### config.mk
export PLATFORM = sky130hd
export DESIGN_NAME = sps_core
export DESIGN_NICKNAME = d
export VERILOG_FILES = /design/src/core/sps_pkg.sv /design/src/core/sps_sync.sv /design/src/core/sps_core.sv
export SDC_FILE = /design/constraint.sdc
export NUM_CORES = 1
export LEC_CHECK = 0
export BUFFER_PORTS_ARGS = -buffer_cell sky130_fd_sc_hd__clkbuf_2
export CAP_MARGIN = 20
export CORE_AREA = 2 2 90 92
export DETAILED_ROUTE_END_ITERATION = 6
export DIE_AREA = 0 0 92 94
export GPL_TIMING_DRIVEN = 0
export PLACE_DENSITY = 0.55
export SLEW_MARGIN = 25
export SYNTH_ARGS = -nofsm -noshare
export SYNTH_HDL_FRONTEND = slang
export SYNTH_SLANG_ARGS = --single-unit
### constraint.sdc
create_clock -name hclk -period 2.6 [get_ports hclk]
set_clock_uncertainty 0.2 [all_clocks]
set_input_delay 0.13 -clock hclk [delete_from_list [all_inputs] [get_ports hclk]]
set_output_delay 0.13 -clock hclk [all_outputs]
set_load 0.01 [all_outputs]
### src/core/sps_pkg.sv
// constants and types shared by the stepper phase sequencer
package sps_pkg;

  localparam int unsigned SPS_CLK_MHZ = 200;

  // host-side timing, kept so that benches and checks share the figures
  localparam int unsigned SPS_DIR_SETUP_NS = 6250;
  localparam int unsigned SPS_MODE_SETUP_NS = 5000;
  localparam int unsigned SPS_RST_TO_STEP_NS = 10000;
  localparam int unsigned SPS_RST_TO_STEP_CYC =
    (SPS_RST_TO_STEP_NS * SPS_CLK_MHZ + 999) / 1000;

  // position register: three bits, eight half steps per electrical turn
  localparam int unsigned SPS_POS_W = 3;
  localparam logic [2:0] SPS_POS_RST = 3'h0;
  localparam logic [2:0] SPS_POS_STEP_HALF = 3'h1;
  localparam logic [2:0] SPS_POS_STEP_FULL = 3'h2;

  // register map over AHB-Lite
  localparam logic [11:0] SPS_ADDR_CTRL = 12'h000;
  localparam logic [11:0] SPS_ADDR_STAT = 12'h004;
  localparam logic [11:0] SPS_ADDR_IRQ_STAT = 12'h008;
  localparam logic [11:0] SPS_ADDR_IRQ_MASK = 12'h00C;

  // status bits
  localparam int unsigned SPS_BIT_POS = 0;
  localparam int unsigned SPS_BIT_FAULT = 4;
  // irq bits
  localparam int unsigned SPS_IRQ_STEP = 0;
  localparam int unsigned SPS_IRQ_FAULT = 1;
  localparam logic [1:0] SPS_IRQ_MASK_RST = 2'h0;

  typedef struct packed {
    logic phase_one;
    logic phase_one_complement;
    logic phase_two;
    logic phase_two_complement;
  } sps_phase_t;

  localparam sps_phase_t SPS_PHASE_OFF = 4'h0;

  typedef struct packed {
    logic excitation_select;
    logic edge_select;
    logic direction_select;
    logic enable;
  } sps_ctrl_t;

endpackage : sps_pkg

### src/core/sps_sync.sv
// two-flop synchroniser for asynchronous pin inputs
module sps_sync
  import sps_pkg::*;
#(
  parameter int unsigned W = 1
) (
  // clock and reset
  input wire logic hclk,
  input wire logic hresetn,
  input wire logic clk_en,
  // data
  input wire logic [W-1:0] d,
  output logic [W-1:0] q
);

  logic [W-1:0] meta_q;

  always_ff @(posedge hclk or negedge hresetn) begin
    if (!hresetn) begin
      meta_q <= '0;
      q <= '0;
    end else if (clk_en) begin
      meta_q <= d;
      q <= meta_q;
    end
  end

endmodule : sps_sync

### src/core/sps_core.sv
// stepper phase sequencer: step clock sampling, position, faults, ahb regs
module sps_core
  import sps_pkg::*;
(
  // clock and reset
  input wire logic hclk,
  input wire logic hresetn,
  input wire logic clk_en,
  // ahb-lite slave
  input wire logic hsel,
  input wire logic [11:0] haddr,
  input wire logic [1:0] htrans,
  input wire logic hwrite,
  input wire logic [2:0] hsize,
  input wire logic [31:0] hwdata,
  input wire logic hready,
  output logic [31:0] hrdata,
  output logic hreadyout,
  output logic hresp,
  // motor pins
  input wire logic step_clock,
  input wire logic excitation_select,
  input wire logic edge_select,
  input wire logic direction_select,
  input wire logic system_reset_low,
  input wire logic enable,
  input wire logic overcurrent_det,
  input wire logic overheat_det,
  output sps_phase_t phase_out,
  output logic fault_n,
  output logic irq
);

  // all pins cross into hclk through two flops
  logic [7:0] pin_s;
  sps_sync #(.W(8)) u_sync (
    .hclk(hclk),
    .hresetn(hresetn),
    .clk_en(clk_en),
    .d({step_clock, excitation_select, edge_select, direction_select,
        system_reset_low, enable, overcurrent_det, overheat_det}),
    .q(pin_s)
  );

  wire step_s = pin_s[7];
  wire exc_s = pin_s[6];
  wire edge_s = pin_s[5];
  wire dir_s = pin_s[4];
  wire srst_n_s = pin_s[3];
  wire en_s = pin_s[2];
  wire oc_s = pin_s[1];
  wire oh_s = pin_s[0];

  logic step_prev_q;
  logic [2:0] pos_q, pos_d;
  logic fault_q;
  logic [1:0] irq_stat_q, irq_stat_d;
  logic [1:0] irq_mask_q;
  logic [31:0] hrdata_q;
  logic dph_rd_q, dph_wr_q;
  logic [11:0] dph_addr_q;

  // edge detect on the synchronised step clock
  wire rise = step_s & ~step_prev_q;
  wire fall = ~step_s & step_prev_q;
  // static clock gives no edge, so position holds
  wire step_go = rise | (fall & ~edge_s);

  // full step lives on odd positions so the reset point is one of them;
  // entering full step from an even half step rounds in the step direction
  wire [2:0] inc = exc_s ? SPS_POS_STEP_HALF : SPS_POS_STEP_FULL;
  wire aligned = exc_s | pos_q[0];
  wire [2:0] fwd = aligned ? 3'(pos_q + inc) : 3'(pos_q + SPS_POS_STEP_HALF);
  wire [2:0] rev = aligned ? 3'(pos_q - inc) : 3'(pos_q - SPS_POS_STEP_HALF);

  always_comb begin
    pos_d = pos_q;
    if (step_go) begin
      pos_d = dir_s ? rev : fwd;
    end
  end

  // reset pin low forces position one and clears the fault; release starts from position one
  always_ff @(posedge hclk or negedge hresetn) begin
    if (!hresetn) begin
      step_prev_q <= 1'b0;
      pos_q <= 3'h1;
    end else if (clk_en) begin
      step_prev_q <= step_s;
      if (!srst_n_s) begin
        pos_q <= 3'h1;
      end else begin
        pos_q <= pos_d;
      end
    end
  end

  // latched fault, cleared only by the reset pin or hresetn
  always_ff @(posedge hclk or negedge hresetn) begin
    if (!hresetn) begin
      fault_q <= 1'b0;
    end else if (clk_en) begin
      if (!srst_n_s) begin
        fault_q <= 1'b0;
      end else if (oc_s | oh_s) begin
        fault_q <= 1'b1;
      end
    end
  end

  // phase decode: position 1 is phase one with phase two complement
  sps_phase_t dec;
  always_comb begin
    case (pos_q)
      3'h0: dec = 4'b1000;
      3'h1: dec = 4'b1001;
      3'h2: dec = 4'b0001;
      3'h3: dec = 4'b0101;
      3'h4: dec = 4'b0100;
      3'h5: dec = 4'b0110;
      3'h6: dec = 4'b0010;
      3'h7: dec = 4'b1010;
      default: dec = SPS_PHASE_OFF;
    endcase
  end

  wire drive_ok = en_s & srst_n_s & ~fault_q;

  sps_phase_t phase_q;
  always_ff @(posedge hclk or negedge hresetn) begin
    if (!hresetn) begin
      phase_q <= SPS_PHASE_OFF;
    end else if (clk_en) begin
      // position keeps counting under enable low, outputs just go dark
      phase_q <= drive_ok ? dec : SPS_PHASE_OFF;
    end
  end
  assign phase_out = phase_q;
  assign fault_n = ~fault_q;

  // ahb-lite: zero wait states, always okay
  wire addr_ok = hsel & hready & htrans[1];
  wire rd_stat = dph_rd_q & (dph_addr_q == SPS_ADDR_IRQ_STAT);
  wire wr_ctrl_mask = dph_wr_q & (dph_addr_q == SPS_ADDR_IRQ_MASK);
  wire [1:0] events = {fault_q & ~irq_stat_q[SPS_IRQ_FAULT] & (oc_s | oh_s),
                       step_go & srst_n_s};
  // set wins over the read clear
  assign irq_stat_d = (rd_stat ? 2'h0 : irq_stat_q) | events;

  wire [31:0] rd_mux =
    (haddr == SPS_ADDR_STAT) ? {27'h0, fault_q, 1'b0, pos_q} :
    (haddr == SPS_ADDR_CTRL) ? {28'h0, exc_s, edge_s, dir_s, en_s} :
    (haddr == SPS_ADDR_IRQ_STAT) ? {30'h0, irq_stat_q} :
    (haddr == SPS_ADDR_IRQ_MASK) ? {30'h0, irq_mask_q} : 32'h0;

  always_ff @(posedge hclk or negedge hresetn) begin
    if (!hresetn) begin
      dph_rd_q <= 1'b0;
      dph_wr_q <= 1'b0;
      dph_addr_q <= 12'h000;
      hrdata_q <= 32'h0;
      irq_stat_q <= 2'h0;
      irq_mask_q <= SPS_IRQ_MASK_RST;
    end else if (clk_en) begin
      dph_rd_q <= addr_ok & ~hwrite;
      dph_wr_q <= addr_ok & hwrite;
      dph_addr_q <= haddr;
      if (addr_ok & ~hwrite) begin
        hrdata_q <= rd_mux;
      end
      irq_stat_q <= irq_stat_d;
      if (wr_ctrl_mask) begin
        irq_mask_q <= hwdata[1:0];
      end
    end
  end

  assign hrdata = hrdata_q;
  assign hreadyout = 1'b1;
  assign hresp = 1'b0;
  assign irq = |(irq_stat_q & irq_mask_q);

  // checks
  a_fault_sticky: assert property (@(posedge hclk) disable iff (!hresetn)
    clk_en && fault_q && srst_n_s |=> fault_q)
    else $error("fault latch dropped without reset");
  a_fault_pin: assert property (@(posedge hclk) disable iff (!hresetn)
    fault_n == !fault_q)
    else $error("fault pin does not follow latch");
  a_off_disable: assert property (@(posedge hclk) disable iff (!hresetn)
    clk_en && !en_s |=> phase_out == SPS_PHASE_OFF)
    else $error("phases driven while disabled");
  a_hold_static: assert property (@(posedge hclk) disable iff (!hresetn)
    clk_en && srst_n_s && !rise && !fall |=> $stable(pos_q))
    else $error("position moved without step edge");
  a_rise_only: assert property (@(posedge hclk) disable iff (!hresetn)
    clk_en && srst_n_s && edge_s && fall |=> $stable(pos_q))
    else $error("falling edge stepped in rising mode");
  a_both_edges: assert property (@(posedge hclk) disable iff (!hresetn)
    clk_en && srst_n_s && !edge_s && fall |=> !$stable(pos_q))
    else $error("falling edge missed in dual edge mode");
  a_half_fwd: assert property (@(posedge hclk) disable iff (!hresetn)
    clk_en && srst_n_s && rise && exc_s && !dir_s
    |=> pos_q == 3'($past(pos_q) + 3'h1))
    else $error("half step forward wrong");
  a_full_rev: assert property (@(posedge hclk) disable iff (!hresetn)
    clk_en && srst_n_s && rise && !exc_s && dir_s && pos_q[0]
    |=> pos_q == 3'($past(pos_q) - 3'h2))
    else $error("full step reverse wrong");
  a_reset_init: assert property (@(posedge hclk) disable iff (!hresetn)
    clk_en && !srst_n_s |=> pos_q == 3'h1)
    else $error("reset position wrong");
  a_resume_pos: assert property (@(posedge hclk) disable iff (!hresetn)
    clk_en && $fell(en_s) && srst_n_s ##1 (!step_go && clk_en)
    |=> $stable(pos_q))
    else $error("position lost on disable");
  c_half_step: cover property (@(posedge hclk) exc_s && step_go);
  c_full_step: cover property (@(posedge hclk) !exc_s && step_go);
  c_fault: cover property (@(posedge hclk) $rose(fault_q));
  c_irq: cover property (@(posedge hclk) $rose(irq));

endmodule : sps_core

==> out/results.tsv, run 1 <==
stage	metric	value	unit
run_status	outcome	finished clean	
clocking	clockRootBuffer	clkbuf_8	
logic_synthesis	seq_area_frac_synth	51.86	%
setup_path	crit_fanout	9	
clocking	post_cts_buffers	0	
logic_synthesis	synth_compound_area_share	9.282	%
clocking	clk_pin_slew	90	ps
sta	setup_viol	0	
sta	slew_violations	0	
logic_synthesis	netlist.area_leader.share	50.73	%
logic_synthesis	synth_cells	201	
setup_path	cp-end-kind	flip-flop	
logic_synthesis	ys_seq_elements	48	
logic_synthesis	synthTopCellsByCount	47 x dfrtp_1, 29 x buf_4, 28 x mux2_2, 11 x inv_1	
sta	relSlewSlack	56.36	%
sta	hold_violations	0	
logic_synthesis	synth_ff_type	dfrtp_1	
die	fp-row-count	32	
logic_synthesis	yosysWarningCount	0	
layout	drive_gt1_share	35.69	%
logic_synthesis	synth.most_common_cell	dfrtp_1	
die	core_area	7607	um2
place	place_ws	269.7	ps
place	routabilityCongestion	0.7717	
detailed_routing	drc	0	
clocking	cts_buffers	5	
clocking	cts_tree	done	
pwr	power_density	594.6	nW/um2
global_route	grt_pass1_wl	7769	um
logic_synthesis	synthMuxAreaShare	15.87	%
logic_synthesis	syn_area_per_cell	11.53	um2
detailed_routing	first_pass_iters	4	
detailed_routing	dr_total_vias	1686	
die	die-area	8648	um2
logic_synthesis	postSynth.asyncResetShare	100.0	%
clocking	cts.sinks	48	
detailed_routing	via_per_inst	4.226	
setup_path	arrival	2300	ps
global_route	grt.overflow.total	0	
setup_path	timing_worst_setup_path_type	reg -> reg	
sta	setup_tns	0	ps
detailed_routing	wl_per_cell	11.67	um
sta	fmax	431.0	MHz
layout	nets	360	
global_route	grt_use_total	11.48	%
setup_path	start_kind	flip-flop	
job	maxCapViolCount	0	
logic_synthesis	yosys.area_share.simple	8.904	%
clocking	insertion_delay	300	ps
sta	rsz0062_at_grt	false	
clocking	cts-hold-fix-buffers	23	
pwr	leakagePower	1.482	nW
die	initial_core_util	30.48	%
pwr	irDropWorstVdd	349.4	uV
min_path	min_path_type	in -> reg	
logic_synthesis	synth_fa_ha_area_share	0.8635	%
die	die_w	92	um
global_route	grt_max_degree	49	
logic_synthesis	synth_area	2318	um2
layout	antenna_cells	0	
global_route	grt_pass1_vias	1641	
die	die_h	94	um
die	ios	103	
clocking	cts-resized-gates	0	
logic_synthesis	yosys.area_share.xor_xnor	0.3778	%
logic_synthesis	yosysUniqueCellTypes	41	
sta	finalWorstSetupSlack	279.8	ps
sta	period_minus_slack	2320	ps
sta	worst_pin_slew	654.7	ps
place	io_buffers	38	
logic_synthesis	synth_top_family_by_area	multiplexers	
detailed_routing	totalWireLength	4658	um
detailed_routing	first_iter_violations	63	
logic_synthesis	synth.largest_area_cell	dfrtp_1	
clocking	h-tree-depth	2	
logic_synthesis	ys_top_cells_by_area	dfrtp_1 51%, mux2_2 14%, buf_4 9.4%, o21ai_0 1.9%, inv_1 1.8%	
clocking	clock_path_buffers	2	
layout	synthToLayoutAreaGrowth	33.35	%
detailed_routing	drtAntennaViolNets	0	
place	dp_hpwl	3389	um
logic_synthesis	synth_edf_count	0	
setup_path	required	2580	ps
sta	min_period_over_period	89.24	%
global_route	grt_antenna_before_repair	0	
[report_power, final]
group / total (W) / switching (W) / internal (W)
logic: 0.000361 / 0.000170 / 0.000191
clock network: 0.000571 / 0.000256 / 0.000315
registers: 0.000906 / 0.0000725 / 0.000834
[cells by family (layout without fill, tap and decap cells)]
kind of cell	Yosys count	in the layout
adders and majority gates	1	1
and+or+nand+nor	36	36
other	2	29
xor gates and xnor gates	1	1
muxes	33	33
AOI/OAI and AO/OA	32	32
DFF	48	48
buffers and inverters	48	117
[path summary, 6_finish.rpt]
check	start	end	slack (ps)	cells past startpoint
max	pos_q[0]$_DFFE_PN1P_	pos_q[2]$_DFFE_PN0P_	280	6
min	hready	dph_wr_q$_DFFE_PN0P_	60	4
max reg2reg	pos_q[0]$_DFFE_PN1P_	pos_q[2]$_DFFE_PN0P_	280	6
min reg2reg	hrdata[3]$_DFFE_PN0P_	hrdata[3]$_DFFE_PN0P_	300	2
max in group asynchronous	hresetn	irq_stat_q[1]$_DFFE_PN0P_	1550	2
min in group asynchronous	hresetn	u_sync.meta_q[1]$_DFFE_PN0P_	200	2
[sequential cells by signal, summed over array words and instances, names as in the netlist]
register,flops
step_prev_q,1
dph_wr_q,1
irq_mask_q,2
u_sync.meta_q,8
dph_rd_q,1
u_sync.q,8
dph_addr_q,12
phase_out,4
hrdata,5
fault_q,1
irq_stat_q,2
pos_q,3
[per-stage QoR]
step           cells  area (um2)  utilization [%]  power, W  hold WS, ps
3_3_place_gp     368        2738            35.99  0.001248        151.7
2_1_floorplan    228        2420                -  0.001149       -365.6
3_5_place_dp     368        2740            36.02  0.001259        26.75
4_1_cts          399        3092            40.64  0.001855        55.90
6_report         399        3092            40.64  0.001838        64.94
5_1_grt          399        3092            40.64  0.001949        74.55
[layer usage]
| metal | track usage (%) | up-vias | share of wire [%] |
|---|---|---|---|
| met5 | 0 | - | 0 |
| met4 | 3.358 | 0 | 0.82 |
| met3 | 2.889 | 5 | 6.2 |
| met2 | 19.12 | 58 | 46 |
| met1 | 14.83 | 789 | 47 |
| li1 | - | 834 | - |
[critical path, cell delays in order, from the launching register on]
cell and delay [ps]:
dfstp_2 520, clkbuf_1 290, a21boi_0 180, fa_1 420, xor2_1 180, a211oi_1 90
a311o_1 320
[cells in the final DEF (no fill, tap or decap), types with 4 or more instances in the layout]
cell type / count
buf_4: 29
clkbuf_1: 4
clkbuf_2: 37
clkbuf_8: 6
conb_1: 29
dfrtp_1: 47
dlygate4sd3_1: 23
inv_1: 11
mux2_2: 28
nand2_1: 9
nor2_1: 4
nor4_1: 4
o21ai_0: 9
o22ai_1: 4
[area by class of cell]
| class | count | area, um2 |
|---|---|---|
| clock buffers | 6 | 82.58 |
| flip-flops and latches | 48 | 1202 |
| multi-input cells | 132 | 927.1 |
| repair buffers | 61 | 422.9 |
| well taps | 102 | 127.6 |
| clock inverters | 2 | 38.79 |
| fillers | 784 | 4516 |
| inverters | 11 | 41.29 |
| plain buffers | 37 | 249.0 |
Note: power is estimated with default switching activity, not from simulation.
==> inputs of run 2 (changes only) <==
==> constraint.sdc (replaced) <==
create_clock -name hclk -period 2.6 [get_ports hclk]
set_clock_uncertainty 0.2 [all_clocks]
set_input_delay 0.52 -clock hclk [delete_from_list [all_inputs] [get_ports hclk]]
set_output_delay 0.52 -clock hclk [all_outputs]
set_load 0.01 [all_outputs]
==> run 2 against run 1 <==
  * Power shrank 1.5%
  * Routed wire length fell by 3.2%
  * Hold slack better by 3.3 ps
  * Non-clock buffer count is 23 lower
==> out/results.tsv, run 2 (synthesis gave the netlist of run 1 again) <==
stage	metric	value	unit	change
sta	setup_tns	0	ps	unchanged
run_status	outcome	finished clean		unchanged
global_route	grt_pass1_vias	1542		was 1,641
sta	slew_violations	0		unchanged
layout	synthToLayoutAreaGrowth	23.42	%	was 33.35%
die	initial_core_util	30.48	%	unchanged
layout	nets	337		was 360
setup_path	cp-end-kind	flip-flop		unchanged
clocking	clockRootBuffer	clkbuf_8		unchanged
die	die_h	94	um	unchanged
die	die_w	92	um	unchanged
die	core_area	7607	um2	unchanged
layout	final_cell_area	2861	um2	was 3092 um2
die	ios	103		unchanged
clocking	h-tree-depth	2		unchanged
pwr	irDropWorstVdd	342.7	uV	was 349.4 uV
die	fp-row-count	32		unchanged
clocking	post_cts_buffers	0		unchanged
die	die-area	8648	um2	unchanged
setup_path	crit_start	pos_q[0]$_DFFE_PN1P_		unchanged
layout	antenna_cells	0		unchanged
global_route	grt_pass1_wl	7472	um	was 7769 um
global_route	grt_max_degree	49		unchanged
sta	rsz0062_at_grt	false		unchanged
clocking	cts_tree	done		unchanged
detailed_routing	first_iter_violations	54		was 63
detailed_routing	first_pass_iters	4		unchanged
layout	final_cells	376		was 399
detailed_routing	drc	0		unchanged
setup_path	rrSetupSlack	280	ps	about the same
detailed_routing	dr_total_vias	1594		was 1,686
sta	setup_viol	0		unchanged
sta	period_minus_slack	2325	ps	was 2320 ps
sta	fmax	430.2	MHz	was 431.0 MHz
detailed_routing	wl_per_cell	11.99	um	was 11.67 um
layout	layout_common_cells	47 x dfrtp_1, 37 x clkbuf_2, 29 x buf_4, 29 x conb_1, 28 x mux2_2		unchanged
global_route	grt_antenna_before_repair	0		unchanged
clocking	clock_path_buffers	2		unchanged
clocking	cts-hold-fix-buffers	0		was 23
place	routabilityCongestion	0.7717		unchanged
detailed_routing	totalWireLength	4508	um	was 4658 um
layout	drive_gt1_share	38.69	%	was 35.69%
clocking	clk_pin_slew	90	ps	about the same
sta	min_period_over_period	89.41	%	was 89.24%
global_route	grt_use_total	11.11	%	was 11.48%
pwr	power_density	632.9	nW/um2	was 594.6 nW/um2
place	dp_hpwl	3389	um	unchanged
clocking	insertion_delay	300	ps	about the same
detailed_routing	drtAntennaViolNets	0		unchanged
min_path	min_path_type	in -> async		was in -> reg
sta	hold_violations	0		unchanged
place	io_buffers	38		unchanged
sta	relSlewSlack	56.11	%	was 56.36%
detailed_routing	via_per_inst	4.239		was 4.226
layout	finalCoreUtilization	37.62	%	was 40.64%
layout	largest_registers	dph_addr_q: 12 flops, u_sync.meta_q: 8 flops, u_sync.q: 8 flops		unchanged
setup_path	arrival	2310	ps	was 2300 ps
clocking	cts_buffers	5		unchanged
sta	fin_hold_ws	68.19	ps	was 64.94 ps
pwr	leakagePower	1.386	nW	was 1.482 nW
setup_path	required	2580	ps	about the same
setup_path	timing_worst_setup_path_type	reg -> reg		unchanged
clocking	cts-resized-gates	0		unchanged
layout	n_fill_cell	808		was 784
job	maxCapViolCount	0		unchanged
layout	regMostFlops	dph_addr_q		unchanged
setup_path	start_kind	flip-flop		unchanged
place	place_area	2740	um2	unchanged
setup_path	crit_fanout	9		unchanged
layout	mostFrequentLayoutCell	dfrtp_1		unchanged
place	dpl.cell_count	368		unchanged
clocking	cts.sinks	48		unchanged
setup_path	timing.rr.start	pos_q[0]$_DFFE_PN1P_		unchanged
layout	largest_reg_flops	12		unchanged
global_route	grt.overflow.total	0		unchanged
sta	worst_pin_slew	658.3	ps	was 654.7 ps
## run 2: cell count changes in the layout (fill, tap and decap cells not counted)
cell / change
dlygate4sd3_1: -23
## run 2: stage by stage
stage,setup WS (ps),power (W)
5_1_grt,133.7,0.001920
3_5_place_dp,269.7,0.001259
4_1_cts,250.4,0.001829
2_1_floorplan,458.2,0.001149
3_3_place_gp,310.6,0.001248
6_report,275.3,0.001811
## run 2: final cells by class
| cell class | count | area, um2 | share of cell area (%) |
|---|---|---|---|
| buffer | 37 | 249.0 | 8.701 |
| clock inverter | 2 | 38.79 | 1.355 |
| clock buffer | 6 | 82.58 | 2.886 |
| tap | 102 | 127.6 | 4.460 |
| sequential | 48 | 1202 | 42.02 |
| timing repair buffer | 38 | 192.7 | 6.734 |
| inverter | 11 | 41.29 | 1.443 |
| multi-input combinational | 132 | 927.1 | 32.40 |
## run 2: final timing paths
check / end / depth (start not counted)
worst max register to register: pos_q[2]$_DFFE_PN0P_ / 6
max in group asynchronous: hrdata[1]$_DFFE_PN0P_ / 1
worst max-delay path: pos_q[2]$_DFFE_PN0P_ / 6
min in group hclk: irq_mask_q[1]$_DFFE_PN0P_ / 2
worst min register to register: hrdata[3]$_DFFE_PN0P_ / 2
worst min-delay path: u_sync.meta_q[1]$_DFFE_PN0P_ / 1
## run 2: per-layer routing
layer	vias up	GRT usage, %	wire [um]
met1	741	14.93	2163
met3	5	2.970	321
met5	-	0	0
li1	788	-	-
met2	60	17.65	1985
met4	0	3.358	38
## run 2: critical path, cell delays in order, from the launching register on
cell and delay (ps):
dfstp_2 520, clkbuf_1 290, a21boi_0 180, fa_1 420
xor2_1 180, a211oi_1 100, a311o_1 320
## run 2: power by group
group | total, W | switching (W) | leakage (nW) | internal, W
registers | 0.000906 | 0.0000725 | 0.589 | 0.000834
clock network | 0.000571 | 0.000256 | 0.0614 | 0.000315
logic | 0.000334 | 0.000166 | 0.736 | 0.000168
==> inputs of run 3 (changes only) <==
--- a/config.mk
+++ b/config.mk
@@ -11,7 +11,7 @@
 export DETAILED_ROUTE_END_ITERATION = 6
 export DIE_AREA = 0 0 92 94
 export GPL_TIMING_DRIVEN = 0
-export PLACE_DENSITY = 0.55
+export PLACE_DENSITY = 0.57
 export SLEW_MARGIN = 25
 export SYNTH_ARGS = -nofsm -noshare
 export SYNTH_HDL_FRONTEND = slang
==> constraint.sdc (replaced) <==
create_clock -name hclk -period 2.05 [get_ports hclk]
set_clock_uncertainty 0.2 [all_clocks]
set_input_delay 0.41 -clock hclk [delete_from_list [all_inputs] [get_ports hclk]]
set_output_delay 0.41 -clock hclk [all_outputs]
set_load 0.01 [all_outputs]
==> run 3 against run 2 <==
  * Global-route usage fell by 0.19 points
  * Hold slack improved by 60 ps
  * Register-to-register slack got worse by 180 ps
  * Largest power group unchanged
==> out/results.tsv, run 3 (synthesis gave the netlist of run 1 again) <==
stage	metric	value	unit	change
detailed_routing	first_pass_iters	4		unchanged
sta	fin_hold_ws	128.2	ps	was 68.19 ps
layout	final_cell_area	2883	um2	was 2861 um2
clocking	clockRootBuffer	clkbuf_8		unchanged
layout	drive_gt1_share	38.69	%	unchanged
clocking	clock_path_buffers	2		unchanged
clocking	clk_pin_slew	80	ps	was 90 ps
clocking	cts-resized-gates	0		unchanged
sta	finalWorstSetupSlack	96.54	ps	was 275.3 ps
sta	worst_pin_slew	650.7	ps	was 658.3 ps
setup_path	start_kind	flip-flop		unchanged
die	core_area	7607	um2	unchanged
setup_path	crit_fanout	2		was 9
detailed_routing	dr_total_vias	1594		unchanged
sta	hold_violations	0		unchanged
layout	multi_input_area	927.1	um2	unchanged
global_route	grt_max_degree	49		unchanged
global_route	grt.overflow.total	0		unchanged
sta	setup_viol	0		unchanged
layout	n_fill_cell	765		was 808
global_route	grt_use_total	10.92	%	was 11.11%
run_status	outcome	finished clean		unchanged
clocking	cts_tree	done		unchanged
setup_path	arrival	1930	ps	was 2310 ps
setup_path	timing_worst_setup_path_type	reg -> reg		unchanged
layout	largest_registers	dph_addr_q: 12 flops, u_sync.meta_q: 8 flops, u_sync.q: 8 flops		unchanged
die	initial_core_util	30.48	%	unchanged
layout	nets	338		was 337
layout	seq_area	1202	um2	unchanged
global_route	grt_antenna_before_repair	0		unchanged
place	place_area	2741	um2	was 2740 um2
setup_path	required	2030	ps	was 2580 ps
detailed_routing	first_iter_violations	48		was 54
die	die-area	8648	um2	unchanged
setup_path	crit_chain	a21boi_1, fa_1, xor2_1, a211oi_1, a311o_1		was clkbuf_1, a21boi_0, fa_1, xor2_1, a211oi_1, a311o_1
global_route	grt_use_met3	2.889	%	was 2.970%
die	die_h	94	um	unchanged
detailed_routing	via_per_inst	4.239		unchanged
layout	regMostFlops	dph_addr_q		unchanged
layout	mostFrequentLayoutCell	dfrtp_1		unchanged
layout	largest_reg_flops	12		unchanged
sta	fmax	511.9	MHz	was 430.2 MHz
pwr	leakagePower	1.397	nW	was 1.386 nW
clocking	cts.sinks	48		unchanged
pwr	power_density	819.3	nW/um2	was 632.9 nW/um2
clocking	cts_buffers	5		unchanged
die	die_w	92	um	unchanged
place	dp_hpwl	3380	um	was 3389 um
setup_path	cpPeakStageDelay	550	ps	was 520 ps
detailed_routing	totalWireLength	4483	um	was 4508 um
global_route	met1_usage	14.45	%	was 14.93%
sta	slew_violations	0		unchanged
setup_path	cp-end-kind	flip-flop		unchanged
place	place_ws	-54.96	ps	was 269.7 ps
global_route	use_met2	17.22	%	was 17.65%
place	routabilityCongestion	0.7120		was 0.7717
layout	antenna_cells	0		unchanged
global_route	busiest_layer	met2		unchanged
detailed_routing	drc	0		unchanged
layout	synthToLayoutAreaGrowth	24.34	%	was 23.42%
detailed_routing	drtAntennaViolNets	0		unchanged
clocking	insertion_delay	300	ps	about the same
place	io_buffers	38		unchanged
detailed_routing	wl_per_cell	11.92	um	was 11.99 um
min_path	min_path_type	in -> reg		was in -> async
die	ios	103		unchanged
layout	layout_common_cells	47 x dfrtp_1, 37 x clkbuf_2, 30 x buf_4		was 47 x dfrtp_1, 37 x clkbuf_2, 29 x buf_4, 29 x conb_1, 28 x mux2_2
pwr	irDropWorstVdd	326.6	uV	was 342.7 uV
sta	rsz0062_at_grt	false		unchanged
sta	relSlewSlack	56.62	%	was 56.11%
sta	period_minus_slack	1953	ps	was 2325 ps
global_route	grt_pass1_wl	7341	um	was 7472 um
sta	min_period_over_period	95.29	%	was 89.41%
job	maxCapViolCount	0		unchanged
global_route	grt_pass1_vias	1524		was 1,542
clocking	h-tree-depth	2		unchanged
setup_path	slowest_stage	dfstp_2		unchanged
die	fp-row-count	32		unchanged
run 3: cell types whose count changed in the layout (fill, tap and decap cells not counted), sizes merged:
| cell | previous run | this run |
|---|---|---|
| clkbuf | 48 | 46 |
| buf | 33 | 34 |
| bufinv | 1 | 2 |
| clkinv | 1 | 0 |
| dlygate4sd3 | 0 | 1 |
run 3: what timing repair did:
action                     4_1_cts  5_1_grt
hold endpoints to repair        47        0
hold buffers                     1        0
setup endpoints to repair        1        0
setup buffers                    1        0
run 3: path summary, 6_finish.rpt:
kind,from,endpoint,slack [ps],depth (start not counted)
setup / recovery,pos_q[0]$_DFFE_PN1P_,pos_q[2]$_DFFE_PN0P_,100,5
hold / removal,hwdata[1],irq_mask_q[1]$_DFFE_PN0P_,130,2
setup reg to reg,pos_q[0]$_DFFE_PN1P_,pos_q[2]$_DFFE_PN0P_,100,5
hold reg to reg,u_sync.meta_q[3]$_DFFE_PN0P_,u_sync.q[3]$_DFFE_PN0P_,290,2
max in group asynchronous,hresetn,irq_mask_q[0]$_DFFE_PN0P_,710,2
min in group asynchronous,hresetn,hrdata[1]$_DFFE_PN0P_,520,2
run 3: through the flow:
stage	TNS [ps]	power, W	utilization [%]	cells
2_1_floorplan	0	0.001459	-	228
4_1_cts	0	0.002389	37.89	376
3_3_place_gp	-156.4	0.001585	36.00	368
6_report	0	0.002362	37.89	376
5_1_grt	0	0.002495	37.89	376
3_5_place_dp	-109.4	0.001597	36.04	368
run 3: critical path, delay by kind of cell, from the launching register on:
| family | cells | cell delay [ps] |
|---|---|---|
| xor+xnor | 1 | 180 |
| compound gates | 3 | 510 |
| fa+ha+maj | 1 | 400 |
| flops | 1 | 550 |
run 3: per-layer routing:
layer	up-vias	share of wire (%)
met3	5	7.7
met4	0	1.2
met5	-	0
li1	793	-
met1	736	47
met2	60	44
run 3: layout make-up:
| type | count | share of cell area [%] |
|---|---|---|
| flip-flops and latches | 48 | 41.71 |
| inverters | 11 | 1.432 |
| plain buffers | 36 | 8.507 |
| clock inverters | 2 | 2.083 |
| clock buffers | 5 | 2.387 |
| repair buffers | 40 | 7.292 |
| multi-input cells | 132 | 32.16 |
| well taps | 102 | 4.427 |
run 3: where the power goes:
group / internal (W) / switching (W)
clock network: 0.000480 / 0.000300
logic: 0.000219 / 0.000210
registers: 0.00106 / 0.0000956
total: 0.00176 / 0.000605
